File: src/inc/sdci_pkg.sv
// constants and types for the sdram command and address interface
// Operation
// - activate captures row address; read or write captures column address
// - address bit ten on read or write requests auto precharge
// - precharge closes the selected bank, or all banks when bit ten high
// - mode register load takes the address inputs as op-code
// - with on-the-fly chop enabled, bit twelve high is eight, low four
// - activate, read, write, precharge apply to the bank on bank inputs
// - bank inputs choose which of four mode registers is loaded
// - every control and address input is sampled on rising clock crossing
// - clock enable low enters precharge, self refresh or active power-down
// - clock enable synchronous for entries, asynchronous for self refresh exit
// - power-down keeps only clock, clock enable, reset, termination receivers
// - self refresh keeps only clock enable and reset receivers
// - command decoder works only while chip select registered low
// - command decoded from chip select and three strobe inputs together
// - lower byte beat with lower mask high is discarded
// - termination enable high applies termination, low removes it
// - termination disabled by mode register ignores termination enable
// - reset is active low and acts asynchronously
// - output data strobes are timed to clock crossings
// - upper byte beat with upper mask high is discarded
// - read strobe edge-aligned with data; write strobe centred by controller
package sdci_pkg;
  // ---------------------------------------------------------------
  // widths
  // ---------------------------------------------------------------
  localparam int ADDR_W    = 15;
  localparam int BANK_W    = 3;
  localparam int NUM_BANKS = 8;
  localparam int COL_W     = 10;
  localparam int DQ_W      = 16;
  localparam int MR_NUM    = 4;
  localparam int MR_SEL_W  = 2;
  // ---------------------------------------------------------------
  // address field positions
  // ---------------------------------------------------------------
  localparam int AP_BIT    = 10;
  localparam int BC_BIT    = 12;
  localparam int MR0_BL_LO = 0;
  localparam int MR0_BL_HI = 1;
  localparam int MR1_RTT_A = 2;
  localparam int MR1_RTT_B = 6;
  localparam int MR1_RTT_C = 9;
  localparam logic [MR_SEL_W-1:0] MR_TERM_SEL = 2'h1;
  // ---------------------------------------------------------------
  // encodings and reset values
  // ---------------------------------------------------------------
  localparam logic [1:0] BL_FIXED8 = 2'h0;
  localparam logic [1:0] BL_OTF    = 2'h1;
  localparam logic [ADDR_W-1:0] MR_RESET = 15'h0000;
  localparam logic [2:0] CODE_MRS  = 3'h0;
  localparam logic [2:0] CODE_REF  = 3'h1;
  localparam logic [2:0] CODE_PRE  = 3'h2;
  localparam logic [2:0] CODE_ACT  = 3'h3;
  localparam logic [2:0] CODE_WR   = 3'h4;
  localparam logic [2:0] CODE_RD   = 3'h5;
  localparam logic [2:0] CODE_ZQ   = 3'h6;
  // ---------------------------------------------------------------
  // types
  // ---------------------------------------------------------------
  typedef enum logic [2:0] {
    CMD_NOP, CMD_MRS, CMD_REF, CMD_PRE, CMD_ACT, CMD_WR, CMD_RD, CMD_ZQ
  } sdci_cmd_type;
  typedef enum logic [1:0] {
    PWR_NORMAL, PWR_PD_PRE, PWR_PD_ACT, PWR_SELF_REF
  } sdci_pwr_type;
endpackage : sdci_pkg

File: src/logic/sdci_bank.sv
// one bank: open flag and open row address
`timescale 1ns/10ps
`default_nettype none
module sdci_bank
#(
  parameter int ROW_W = 15
)
(
  // clock and reset
  input  wire logic             i_clk,
  input  wire logic             i_reset_n,
  // control
  input  wire logic             i_activate,
  input  wire logic             i_close,
  input  wire logic [ROW_W-1:0] i_row,
  // state
  output logic                  o_open,
  output logic [ROW_W-1:0]      o_row
);
  initial
  begin
    if (ROW_W < 1)
      $error("bank row width must be positive");
  end

  always_ff @(posedge i_clk or negedge i_reset_n)
  begin
    if (!i_reset_n)
    begin
      o_open <= 1'b0;
      o_row  <= '0;
    end
    else if (i_activate)
    begin
      o_open <= 1'b1;
      o_row  <= i_row;
    end
    else if (i_close)
      o_open <= 1'b0;
  end
endmodule : sdci_bank
`default_nettype wire

File: src/logic/sdci_top.sv
// command, address, power and termination logic of the sdram
`timescale 1ns/10ps
`default_nettype none
module sdci_top
#(
  parameter int ADDR_W = sdci_pkg::ADDR_W,
  parameter int DQ_W   = sdci_pkg::DQ_W
)
(
  // clock and reset
  input  wire logic                      i_clk,
  input  wire logic                      i_reset_n,
  // command and address pins
  input  wire logic                      i_cke,
  input  wire logic                      i_cs_n,
  input  wire logic                      i_ras_n,
  input  wire logic                      i_cas_n,
  input  wire logic                      i_we_n,
  input  wire logic [sdci_pkg::BANK_W-1:0] i_ba,
  input  wire logic [ADDR_W-1:0]         i_addr,
  input  wire logic                      i_termination_enable,
  // write beat
  input  wire logic                      i_wbeat_valid,
  input  wire logic [DQ_W-1:0]           i_wdata,
  input  wire logic                      i_lower_byte_mask,
  input  wire logic                      i_upper_byte_mask,
  // read beat
  input  wire logic                      i_rbeat_valid,
  input  wire logic [DQ_W-1:0]           i_rdata,
  // mode register readback
  input  wire logic [sdci_pkg::MR_SEL_W-1:0] i_mr_rd_sel,
  // decoded command
  output sdci_pkg::sdci_cmd_type         o_cmd,
  output logic                           o_cmd_valid,
  output logic [sdci_pkg::BANK_W-1:0]    o_bank,
  output logic [ADDR_W-1:0]              o_row,
  output logic [sdci_pkg::COL_W-1:0]     o_col,
  output logic                           o_auto_precharge_bit,
  output logic                           o_pre_all,
  output logic                           o_burst_len_eight,
  // bank and power state
  output logic [sdci_pkg::NUM_BANKS-1:0] o_bank_open,
  output sdci_pkg::sdci_pwr_type         o_pwr_state,
  output logic                           o_cmd_rx_enable,
  output logic                           o_clk_rx_enable,
  output logic                           o_sr_wake,
  output logic [ADDR_W-1:0]              o_mr_rd_data,
  // termination
  output logic                           o_term_on,
  // write data path
  output logic                           o_wdata_valid,
  output logic [DQ_W-1:0]                o_wdata,
  output logic [1:0]                     o_wr_byte_en,
  // read data path and strobes
  output logic [DQ_W-1:0]                o_rdata,
  output logic                           o_data_oe_n,
  output logic                           o_lower_data_strobe,
  output logic                           o_upper_data_strobe
);
  import sdci_pkg::*;

  initial
  begin
    if (ADDR_W <= BC_BIT || DQ_W != 16)
      $error("address must reach bit twelve; data must be 16 bits");
  end

  // ---------------------------------------------------------------
  // input capture
  // ---------------------------------------------------------------
  logic                  r_cke;
  logic                  r_cke_d;
  logic                  r_cs_n;
  logic [2:0]            r_code;
  logic [BANK_W-1:0]     r_ba;
  logic [ADDR_W-1:0]     r_addr;
  logic                  r_odt;
  sdci_pwr_type          state;
  sdci_pwr_type          next_state;

  assign o_cmd_rx_enable = (state == PWR_NORMAL);
  // clock receiver off in self refresh
  assign o_clk_rx_enable = (state != PWR_SELF_REF);

  always_ff @(posedge i_clk or negedge i_reset_n)
  begin
    if (!i_reset_n)
    begin
      r_cs_n <= 1'b1;
      r_code <= 3'h7;
      r_ba   <= '0;
      r_addr <= '0;
    end
    else if (o_cmd_rx_enable)
    begin
      r_cs_n <= i_cs_n;
      r_code <= {i_ras_n, i_cas_n, i_we_n};
      r_ba   <= i_ba;
      r_addr <= i_addr;
    end
    else
      r_cs_n <= 1'b1;
  end

  always_ff @(posedge i_clk or negedge i_reset_n)
  begin
    if (!i_reset_n)
    begin
      r_cke   <= 1'b0;
      r_cke_d <= 1'b0;
    end
    else
    begin
      r_cke   <= i_cke;
      r_cke_d <= r_cke;
    end
  end

  always_ff @(posedge i_clk or negedge i_reset_n)
  begin
    if (!i_reset_n)
      r_odt <= 1'b0;
    else if (o_clk_rx_enable)
      r_odt <= i_termination_enable;
    else
      r_odt <= 1'b0;
  end

  // ---------------------------------------------------------------
  // command decode
  // ---------------------------------------------------------------
  sdci_cmd_type dec;
  logic         dec_live;

  always_comb
  begin
    case (r_code)
      CODE_MRS: dec = CMD_MRS;
      CODE_REF: dec = CMD_REF;
      CODE_PRE: dec = CMD_PRE;
      CODE_ACT: dec = CMD_ACT;
      CODE_WR:  dec = CMD_WR;
      CODE_RD:  dec = CMD_RD;
      CODE_ZQ:  dec = CMD_ZQ;
      default:  dec = CMD_NOP;
    endcase
  end

  assign dec_live = !r_cs_n && r_cke && (state == PWR_NORMAL)
                    && (dec != CMD_NOP);

  logic is_act;
  logic is_pre;
  logic is_col;
  logic is_mrs;
  assign is_act = dec_live && (dec == CMD_ACT);
  assign is_pre = dec_live && (dec == CMD_PRE);
  assign is_col = dec_live && (dec == CMD_WR || dec == CMD_RD);
  assign is_mrs = dec_live && (dec == CMD_MRS);

  // ---------------------------------------------------------------
  // mode registers
  // ---------------------------------------------------------------
  logic [ADDR_W-1:0] mode_reg [MR_NUM];
  logic              otf_on;
  logic              fixed8;
  logic              term_allowed;

  always_ff @(posedge i_clk or negedge i_reset_n)
  begin
    if (!i_reset_n)
    begin
      for (int i = 0; i < MR_NUM; i++)
        mode_reg[i] <= MR_RESET;
    end
    else if (is_mrs)
      mode_reg[r_ba[MR_SEL_W-1:0]] <= r_addr;
  end

  always_ff @(posedge i_clk or negedge i_reset_n)
  begin
    if (!i_reset_n)
      o_mr_rd_data <= MR_RESET;
    else
      o_mr_rd_data <= mode_reg[i_mr_rd_sel];
  end

  assign otf_on = (mode_reg[0][MR0_BL_HI:MR0_BL_LO] == BL_OTF);
  assign fixed8 = (mode_reg[0][MR0_BL_HI:MR0_BL_LO] == BL_FIXED8);
  // all-zero nominal value means termination switched off
  assign term_allowed = mode_reg[MR_TERM_SEL][MR1_RTT_A]
                     || mode_reg[MR_TERM_SEL][MR1_RTT_B]
                     || mode_reg[MR_TERM_SEL][MR1_RTT_C];

  // ---------------------------------------------------------------
  // banks
  // ---------------------------------------------------------------
  logic [NUM_BANKS-1:0] bank_close;
  logic                 any_open;

  genvar g;
  generate
    for (g = 0; g < NUM_BANKS; g++)
    begin : gen_bank
      assign bank_close[g] = (is_pre && (r_addr[AP_BIT]
                               || r_ba == BANK_W'(g)))
                          || (is_col && r_addr[AP_BIT]
                               && r_ba == BANK_W'(g));
      sdci_bank #(.ROW_W(ADDR_W)) u_bank (
        .i_clk      (i_clk),
        .i_reset_n  (i_reset_n),
        .i_activate (is_act && r_ba == BANK_W'(g)),
        .i_close    (bank_close[g]),
        .i_row      (r_addr),
        .o_open     (o_bank_open[g]),
        .o_row      ()
      );
    end
  endgenerate

  assign any_open = |o_bank_open;

  // ---------------------------------------------------------------
  // decoded command outputs
  // ---------------------------------------------------------------
  // capture row and column
  always_ff @(posedge i_clk or negedge i_reset_n)
  begin
    if (!i_reset_n)
    begin
      o_cmd                <= CMD_NOP;
      o_cmd_valid          <= 1'b0;
      o_bank               <= '0;
      o_row                <= '0;
      o_col                <= '0;
      o_auto_precharge_bit <= 1'b0;
      o_pre_all            <= 1'b0;
      o_burst_len_eight    <= 1'b1;
    end
    else
    begin
      o_cmd_valid <= dec_live;
      o_cmd       <= dec_live ? dec : CMD_NOP;
      if (dec_live)
        o_bank <= r_ba;
      if (is_act)
        o_row <= r_addr;
      if (is_col)
      begin
        o_col                <= r_addr[COL_W-1:0];
        o_auto_precharge_bit <= r_addr[AP_BIT];
        o_burst_len_eight    <= otf_on ? r_addr[BC_BIT] : fixed8;
      end
      if (dec_live)
        o_pre_all <= is_pre && r_addr[AP_BIT];
    end
  end

  // ---------------------------------------------------------------
  // power state
  // ---------------------------------------------------------------
  logic cke_fall;
  logic sr_req;
  assign cke_fall = r_cke_d && !r_cke && (state == PWR_NORMAL);
  assign sr_req   = !r_cs_n && (dec == CMD_REF);
  // self refresh exit needs no clock
  assign o_sr_wake = (state == PWR_SELF_REF) && i_cke;
  assign o_pwr_state = state;

  // entry picks mode by bank state
  always_comb
  begin
    next_state = state;
    case (state)
      PWR_NORMAL:
      begin
        if (cke_fall && sr_req && !any_open)
          next_state = PWR_SELF_REF;
        else if (cke_fall)
          next_state = any_open ? PWR_PD_ACT : PWR_PD_PRE;
      end
      PWR_PD_PRE, PWR_PD_ACT:
      begin
        if (r_cke)
          next_state = PWR_NORMAL;
      end
      PWR_SELF_REF:
      begin
        if (i_cke)
          next_state = PWR_NORMAL;
      end
      default: next_state = PWR_NORMAL;
    endcase
  end

  always_ff @(posedge i_clk or negedge i_reset_n)
  begin
    if (!i_reset_n)
      state <= PWR_NORMAL;
    else
      state <= next_state;
  end

  // ---------------------------------------------------------------
  // termination
  // ---------------------------------------------------------------
  // registered enable drives termination
  always_ff @(posedge i_clk or negedge i_reset_n)
  begin
    if (!i_reset_n)
      o_term_on <= 1'b0;
    else
      o_term_on <= r_odt && term_allowed
                   && (state != PWR_SELF_REF);
  end

  // ---------------------------------------------------------------
  // write and read beats
  // ---------------------------------------------------------------
  // lower mask drops byte
  always_ff @(posedge i_clk or negedge i_reset_n)
  begin
    if (!i_reset_n)
    begin
      o_wdata_valid <= 1'b0;
      o_wdata       <= '0;
      o_wr_byte_en  <= 2'h0;
    end
    else
    begin
      o_wdata_valid <= i_wbeat_valid;
      o_wdata       <= i_wdata;
      o_wr_byte_en  <= i_wbeat_valid ?
                       {!i_upper_byte_mask, !i_lower_byte_mask} : 2'h0;
    end
  end

  always_ff @(posedge i_clk or negedge i_reset_n)
  begin
    if (!i_reset_n)
    begin
      o_rdata             <= '0;
      o_data_oe_n         <= 1'b1;
      o_lower_data_strobe <= 1'b0;
      o_upper_data_strobe <= 1'b0;
    end
    else
    begin
      o_data_oe_n <= !i_rbeat_valid;
      if (i_rbeat_valid)
      begin
        o_rdata             <= i_rdata;
        o_lower_data_strobe <= !o_lower_data_strobe;
        o_upper_data_strobe <= !o_upper_data_strobe;
      end
    end
  end
endmodule : sdci_top
`default_nettype wire

File: config.mk
export PLATFORM = sky130hd
export DESIGN_NAME = sdci_top
export DESIGN_NICKNAME = d
export VERILOG_FILES = /design/src/inc/sdci_pkg.sv /design/src/logic/sdci_bank.sv /design/src/logic/sdci_top.sv
export SDC_FILE = /design/constraint.sdc
export NUM_CORES = 1
export LEC_CHECK = 0
export ABC_AREA = 1
export ABC_CLOCK_PERIOD_IN_PS = 2750
export BUFFER_PORTS_ARGS = -buffer_cell sky130_fd_sc_hd__buf_2
export CORE_ASPECT_RATIO = 0.5
export CORE_MARGIN = 2
export CORE_UTILIZATION = 55
export CTS_BUF_LIST = sky130_fd_sc_hd__clkbuf_2 sky130_fd_sc_hd__clkbuf_4 sky130_fd_sc_hd__clkbuf_8
export CTS_CLUSTER_DIAMETER = 80
export DETAILED_ROUTE_END_ITERATION = 8
export MAX_ROUTING_LAYER = met4
export PLACE_DENSITY = 0.81
export SLEW_MARGIN = 20
export SYNTH_ARGS = -nofsm -noshare
export SYNTH_HDL_FRONTEND = slang
export SYNTH_SLANG_ARGS = --single-unit
File: constraint.sdc
create_clock -name i_clk -period 2.75 [get_ports i_clk]
set_input_delay 0.4125 -clock i_clk [delete_from_list [all_inputs] [get_ports i_clk]]
set_output_delay 0.4125 -clock i_clk [all_outputs]
set_load 0.01 [all_outputs]
After elaboration in Yosys (flattened, before gate mapping)
Index checks and enable logic that the tools add are counted.

storage, ports and cells
  bits of input ports = 64
  register bits = 184
  output and inout bits = 102
  logic and storage cells = 188

cells by class
  reduce and logical (&&, ||, !) cells = 85
  eq/ne operators = 27
  order comparisons = 3
  multiplexer cells = 34
  bitwise gates (word level) = 2

operator list
  cell                count
  $bwmux 60           1
  $mux 15             3
  $logic_and 1x1->1   42
  $bmux 15 s2         1
  $demux 15 s2        1
  $eq 3x3->1 const B  10
  $pmux 3 s7          1
  $logic_or 1x1->1    19
  $mux 1              19
  $eq 3x2->1 const B  6
  $reduce_bool 2->1   8
  $mux 2              6
  $eq 3x1->1 const B  3
  $logic_not 1->1     8
  $reduce_or 8->1     1
  $ge 3x3->1 const B  2
  $logic_not 3->1     2
  $ne 2x2->1 const B  3
  $not 2->3           2
  $pmux 2 s3          1
  $eq 2x1->1 const B  2
  $eq 2x2->1 const B  2
  $logic_not 2->1     2
  $lt 3x1->1 const B  1
  5 further kinds     5

Logic depth before layout (Yosys ltp)
Gate-level depths: netlist of run 1.

  depth in word-level cells = 10
  depth in mapped cells = 13
  gate-level depth less buffers = 11

Hierarchy
From an unflattened synthesis of run 1, not the netlist that was laid out.

second synthesis, totals
  cells, all modules = 1,323
  area, all modules = 12,543.3 µm²

by module, submodules not included
  module     cells each  times used  sequential area each (µm²)  area an instance (µm²)
  sdci_top   779         1           4,411.7                     7,368.3
  sdci_bank  68          8           400.4                       646.9

Worst setup path after synthesis of run 1
No wires, ideal clock.

  kind = reg-to-reg
  start = register r_code[0]
  end = register mode_reg[15] in the netlist's numbering
  setup slack = 0.915 ns
  buffers on the path = 1
  clock period less this slack = 1.835 ns
  data required time = 2.628 ns
  library setup time = 0.122 ns
  arrival = 1.714 ns
  cell stages (with the launch flop) = 12
  cell sequence = dfstp_2 inv_1 ha_1 nor2_1 nand2_1 nand2_1 nand2_2 nor2_8 nand2_4 buf_4 nand2_1 o21ai_2

on the way
  word-level cells in the longest chain between the ends = 5
  elaborated cells on any way between the ends = 12
  those cells by class = eq/ne: 7; mux: 1; reduce/logical: 4

RTL lines
  element                                   line             RTL
  start, declared                           sdci_top.sv:74   logic [2:0] r_code;
  start signal, assigned                    sdci_top.sv:97   r_code <= {i_ras_n, i_cas_n, i_we_n};
  $eq 3x3->1, or another cell as far along  sdci_top.sv:137  case (r_code)
  $pmux 3 s7 (*)                            sdci_top.sv:137
  $reduce_bool 3->1                         sdci_top.sv:150  && (dec != CMD_NOP);
  $logic_and 1x1->1                         sdci_top.sv:150
  $logic_and 1x1->1 (*)                     sdci_top.sv:159  assign is_mrs = dec_live && (dec == CMD_MRS);
  end signal, assigned by index             sdci_top.sv:177  mode_reg[r_ba[MR_SEL_W-1:0]] <= r_addr;
  end, declared                             sdci_top.sv:164  logic [ADDR_W-1:0] mode_reg [MR_NUM];

Mark *: on every way between the ends. The rest lies on a longest branch, timed or not.
A chain may end at the register's enable or synchronous reset.

Worst setup path in the final report of run 1
  start = register r_code[0]
  end = register gen_bank[0].u_bank.o_open

on the way
  word-level cells in the longest chain between the ends = 9
  elaborated cells on any way between the ends = 25
  those cells by class = eq/ne: 10; mux: 2; reduce/logical: 13

RTL lines
  element                                                line                              RTL
  $eq 3x3->1, or another cell as far along               sdci_top.sv:137
  $pmux 3 s7 (*)                                         sdci_top.sv:137
  $eq 3x3->1 or $reduce_bool 3->1 (tied branches)        sdci_top.sv:158, sdci_top.sv:150
  $logic_or 1x1->1 or $logic_and 1x1->1 (tied branches)  sdci_top.sv:158, sdci_top.sv:150
  $logic_and 1x1->1                                      sdci_top.sv:158                   assign is_col = dec_live && (dec == CMD_WR || dec == CMD_RD);
  $logic_and 1x1->1                                      sdci_top.sv:207                   || (is_col && r_addr[AP_BIT]
  $logic_and 1x1->1                                      sdci_top.sv:208                   && r_ba == BANK_W'(g));
  $logic_or 1x1->1                                       sdci_top.sv:207
  $reduce_bool 2->1 (no line)                            -
  end signal, assigned                                   sdci_bank.sv:30                   o_open <= 1'b0;
  end signal, assigned                                   sdci_bank.sv:35                   o_open <= 1'b1;
  end signal, assigned                                   sdci_bank.sv:39                   o_open <= 1'b0;
  end, declared                                          sdci_bank.sv:17                   output logic o_open,

Marks and branches as above.

==> metrics, run 1 <==
status=finished, final reports clean; Post-synth EDFFs=0; VDD IR max=0.000537 V; Req. time, crit path=3130 ps; routed len/inst=15.2 um; Mapped Cells=740; Clock transition at path regs=90 ps; layout cells sized above 1=25.8%; hold path start=i_wdata[2]; WHS Endpoint=o_wdata[2]; final setup TNS=0 ps; Fmax achieved=416 MHz; htree depth=4; Slew HR=39.5%; CTS tree=done; sequential fraction of the synthesis area=63.2%; top post-synthesis cells by area=dfrtp_1, nand2_1, o21ai_1, o21ai_0, nor2_1; WS Path Type=flip-flop to flip-flop; antenna cells=0; IO Count=166; Setup Skew=9.74 ps; Post-synth top flop=dfrtp_1; largest net degree at the start of global routing=74; fin area=0.00850 mm^2; number of synthesized register bits=184; GP Congestion=0.879; Remaining DRCs=0; Core Footprint=0.0128 mm^2; Least-Margin Pin Slew=906 ps; Detailed Place HPWL=10900 um; die area=0.0143 mm^2; Syn-to-layout area delta=16.5%; Max Root-Sink Buffers=2; Crit Path Max Fanout=31; GR Util All Layers=24.5%; top post-synthesis cells by count=nand2_1, dfrtp_1, o21ai_1; Post-Syn Area per Cell=9.86 um^2; 1st-iter DRT viols=430; initial antenna violation count=0; hold depth=1; drt total wl=16200 um; drt first pass iters=7; final-stage net count=958; Clock Latency Late Sink=440 ps; Synth Cell Area=0.00730 mm^2; Critical Path Source Type=flip-flop; pwr dens=951 mW/mm^2; Hold Crit Class=primary input to flip-flop; LEAKAGE=4.48 nW; max reg flops=60; Die Ht=85.4 um; gr ovfl total=0; Tmin final=2400 ps; R2R depth=9; first-pass GRT wire length=26800 um; placed cell area=0.00810 mm^2; count leader, synth=nand2_1; root buffer cell=clkbuf_8; DR vias/cell=5.20; TritonCTS buffer count=17; FF-to-FF End=gen_bank[0].u_bank.o_open; Die X=167 um; MaxCap Viol Count=0; area share of the largest cell type after synthesis=61.0%; reg2reg setup slack=350 ps; # port buffers=165; Arr. time, crit path=2790 ps; clock sink count=184; Final setup viols=0; final period utilization=87.4%; vias in the first global route=5370; synth warn=0; DR vias=5563; starting density of the core=57.0%; Detail Route Antenna Nets=0; Max Slew Vio Count=0; endpoints failing hold=0; ys async rst share=100%; distinct cell type count of the synthesized netlist=31; FF-to-FF Start=r_code[0]; # fillers=1019; Syn Nets=812; area leader, netlist=dfrtp_1; RSZ-0062 raised after global routing=false; Site Rows=29; Setup crit end kind=flip-flop
## stage by stage
step	hold WS [ps]	total power [mW]	util [%]	setup WS [ps]	cells
after global placement	444	6.24	63.2	544	1036
after CTS	40.9	8.12	66.4	405	1069
final	68.3	8.08	66.4	345	1069
after floorplan	117	5.46	-	915	740
after global routing	31.9	8.65	66.4	188	1069
after detailed placement	454	6.35	63.2	423	1036
## critical path, stage by stage (launching register included)
cell     delay [ps]
dfstp_2         560
ha_1            210
inv_1            50
nand2_1          80
nand2_1         110
nor2_2          400
nand2_2         480
inv_2           290
nand2_1          80
nand2_1          70
## what timing repair did
action                                 in CTS  in global routing
endpoints found under the hold margin      27                  0
hold buffers                                1                  0
resized for setup                           0                  0
buffers inserted                            0                  0
## cell type report
type	instances	area (um^2)	share of cell area, %
flip-flops and latches	184	4610	54.2
clock buffers	23	298	3.50
multi-input cells	465	2200	25.9
inverters	44	168	1.97
clock inverters	9	93.8	1.10
repair buffers	174	915	10.8
well taps	170	213	2.50
## per-layer routing
layer | part of all wire, % | track usage, % | vias to the layer above
met5 | 0 | - | -
met4 | 1.3 | 7.13 | 0
met3 | 7.3 | 4.94 | 22
met2 | 46 | 36.4 | 228
met1 | 46 | 34.7 | 2626
li1 | - | - | 2687
## logic make-up after synthesis
group	Yosys count	share of synthesized area [%]
AOI/OAI and AO/OA	167	12.0
xor gates and xnor gates	2	0.240
adders and majority gates	8	1.37
buffers and inverters	91	6.60
DFF	184	63.2
and+or+nand+nor	288	16.5
## where the power goes
group          internal [mW]  switching (mW)  total [mW]
Clock                  0.826           0.942        1.77
Combinational          0.822            1.61        2.43
Sequential              3.46           0.420        3.88
## cell usage in the layout, fill, tap and decap left out, drive strengths merged, types with 6 or more instances in the layout
master  synthesis  routed
o22ai          15      15
inv            42      42
dfstp           6       6
ha              8       8
clkinv          2       8
dfrtp         178     178
buf            32     173
nor2           57      57
clkbuf         15      23
nand2         200     200
nand4           9       9
nand3          18      18
o21ai         149     149
## worst max path at each step
| stage | cells after the start | end | startpoint | slack, ps |
|---|---|---|---|---|
| global placement | 9 | gen_bank[4].u_bank.o_open | r_code[0] | 540 |
| finish | 9 | gen_bank[0].u_bank.o_open | r_code[0] | 350 |
| detailed placement | 9 | gen_bank[0].u_bank.o_open | r_code[0] | 420 |
| CTS | 9 | gen_bank[0].u_bank.o_open | r_code[0] | 400 |
| global route | 9 | gen_bank[4].u_bank.o_open | r_code[0] | 190 |
| floorplan | 11 | mode_reg[15] | r_code[0] | 910 |
Note: power is estimated with default switching activity, not from simulation.
==> run 2, diff against run 1 <==
==> constraint.sdc (replaced) <==
create_clock -name i_clk -period 2.75 [get_ports i_clk]
set_input_delay 0.4125 -clock i_clk [delete_from_list [all_inputs] [get_ports i_clk]]
set_output_delay 0.4125 -clock i_clk [all_outputs]
set_load 0.1 [all_outputs]
==> run 2 against run 1 <==
Net effect: die area unchanged; register-to-register slack improved by 160 ps; critical path depth decreased by 5; sequential power about the same; highest routed layer unchanged; global-route usage decreased by 0.23 points; cell area about the same; sequential cell count unchanged.
==> metrics, run 2 (synthesized netlist as in run 1, its figures left out) <==
Clock Latency Late Sink=450 ps (about the same); initial antenna violation count=0 (unchanged); placed cell area=0.00810 mm^2 (unchanged); Least-Margin Pin Slew=884 ps (-22.1 ps); starting density of the core=57.0% (unchanged); met2 WL=7160 um (-3.7%); Die Ht=85.4 um (unchanged); Hold Crit Class=primary input to flip-flop; Die X=167 um (unchanged); drt first pass iters=5 (-2); leading cell type in the layout, fill and taps excluded=nand2_1; Syn-to-layout area delta=16.4% (about the same); Slew HR=41.0% (+1.5 points); Arr. time, crit path=2000 ps (-790 ps); Setup Skew=15.7 ps (+5.93 ps); CTS resizes=0 (unchanged); CP peak stage delay=500 ps (-60 ps); largest net degree at the start of global routing=60 (-19%); Req. time, crit path=2340 ps (-790 ps); Detailed Place HPWL=10800 um (-0.75%); vias in the first global route=5335 (-0.65%); CP max-delay cell=buf_2; antenna cells=0 (unchanged); Max Slew Vio Count=0 (unchanged); htree depth=4 (unchanged); status=finished, final reports clean; TritonCTS buffer count=17 (unchanged); final period utilization=87.6% (+0.12 points); gr ovfl total=0 (unchanged); IO Count=166 (unchanged); Setup crit end kind=output port; top sig layer=met4; pwr dens=1250 mW/mm^2 (+31%); Core Footprint=0.0128 mm^2 (unchanged); RSZ-0062 raised after global routing=false; Remaining DRCs=0 (unchanged); LEAKAGE=4.47 nW (-0.18%); 1st-iter DRT viols=391 (-9.1%); Final setup viols=0 (unchanged); # port buffers=165 (unchanged); CTS tree=done; routed len/inst=14.9 um (-1.8%); most frequent cells in the layout=nand2_1, dfrtp_1, buf_2; Max Root-Sink Buffers=2 (unchanged); GR Util All Layers=24.3% (-0.23 points); GP Congestion=0.827 (-5.9%); root buffer cell=clkbuf_8; Post-Layout Cell Count=1067 (-0.19%); DR vias=5512 (-0.92%); Clock transition at path regs=90 ps (about the same); drt total wl=15900 um (-2.0%); critical path, cell by cell=inv_1 -> ha_2 -> buf_4 -> buf_2; layout cells sized above 1=25.8% (-0.054 points); Fmax achieved=415 MHz (-0.13%); VDD IR max=0.000931 V (+73%); die area=0.0143 mm^2 (unchanged); dpl cells=1034 (-0.19%); MaxCap Viol Count=0 (unchanged); final setup TNS=0 ps (unchanged); Critical Path Source Type=flip-flop; Detail Route Antenna Nets=0 (unchanged); final worst slack=342 ps (-3.18 ps); first-pass GRT wire length=26300 um (-1.8%); met3 WL post-DR=1060 um (-10%); endpoints failing hold=0 (unchanged); clock sink count=184 (unchanged); post-place setup slack=533 ps (+109 ps); final-stage net count=956 (-0.21%); M1 WL=7450 um (+0.98%); WS Path Type=flip-flop to output port; fin area=0.00850 mm^2 (about the same); Post-CTS Setup Bufs=0 (unchanged); Tmin final=2410 ps (+3.18 ps); Crit Path Max Fanout=43 (+39%); DR vias/cell=5.17 (-0.73%); max reg flops=60 (unchanged); Site Rows=29 (unchanged)
run 2: worst paths after layout:
check                      slack (ps)                         to                start  cells after the start
max                               340            o_cmd_rx_enable       o_pwr_state[1]                      4
min                                70                o_wdata[11]          i_wdata[11]                      1
max reg2reg                       510  gen_bank[4].u_bank.o_open            r_code[0]                     10
min reg2reg                       460        o_upper_data_strobe  o_upper_data_strobe                      1
max in group asynchronous        1530                   o_col[9]            i_reset_n                      3
min in group asynchronous         480                      r_cke            i_reset_n                      2
run 2: what timing repair did:
action                                 in CTS  in global routing
hold buffers                                1                  0
endpoints found under the hold margin      44                  0
setup endpoints to repair                   0                  0
run 2: metal layers:
metal	vias up	global-route usage, %
met5	-	-
met2	213	36.0
met1	2592	33.9
li1	2689	-
met4	0	9.33
met3	18	4.38
run 2: layout make-up:
cell class | instances | area (um^2)
fill | 1019 | 4310
clock inverter | 12 | 116
timing repair buffer | 172 | 912
multi-input combinational | 465 | 2210
sequential | 184 | 4610
tap | 170 | 213
clock buffer | 20 | 269
inverter | 44 | 168
run 2: where the power goes:
part / leakage, nW / switching (mW) / internal, mW
clock network: 0.194 / 0.950 / 0.786
registers: 2.38 / 0.418 / 3.46
logic: 1.90 / 4.16 / 0.823
total: 4.47 / 5.53 / 5.07
run 2: critical path: cells and delay by family, from the launching register on:
kind                     cells  cell delay (ps)
buffers and inverters        3              940
flip-flops                   1              420
adder cells (fa/ha/maj)      1              180
run 2: through the flow:
stage	util, %	hold slack (ps)	total power [mW]
finish	66.3	66.2	10.6
global route	66.3	36.3	11.2
CTS	66.3	37.2	10.7
detailed placement	63.2	397	8.91
global placement	63.2	390	8.80
floorplan	-	117	7.98
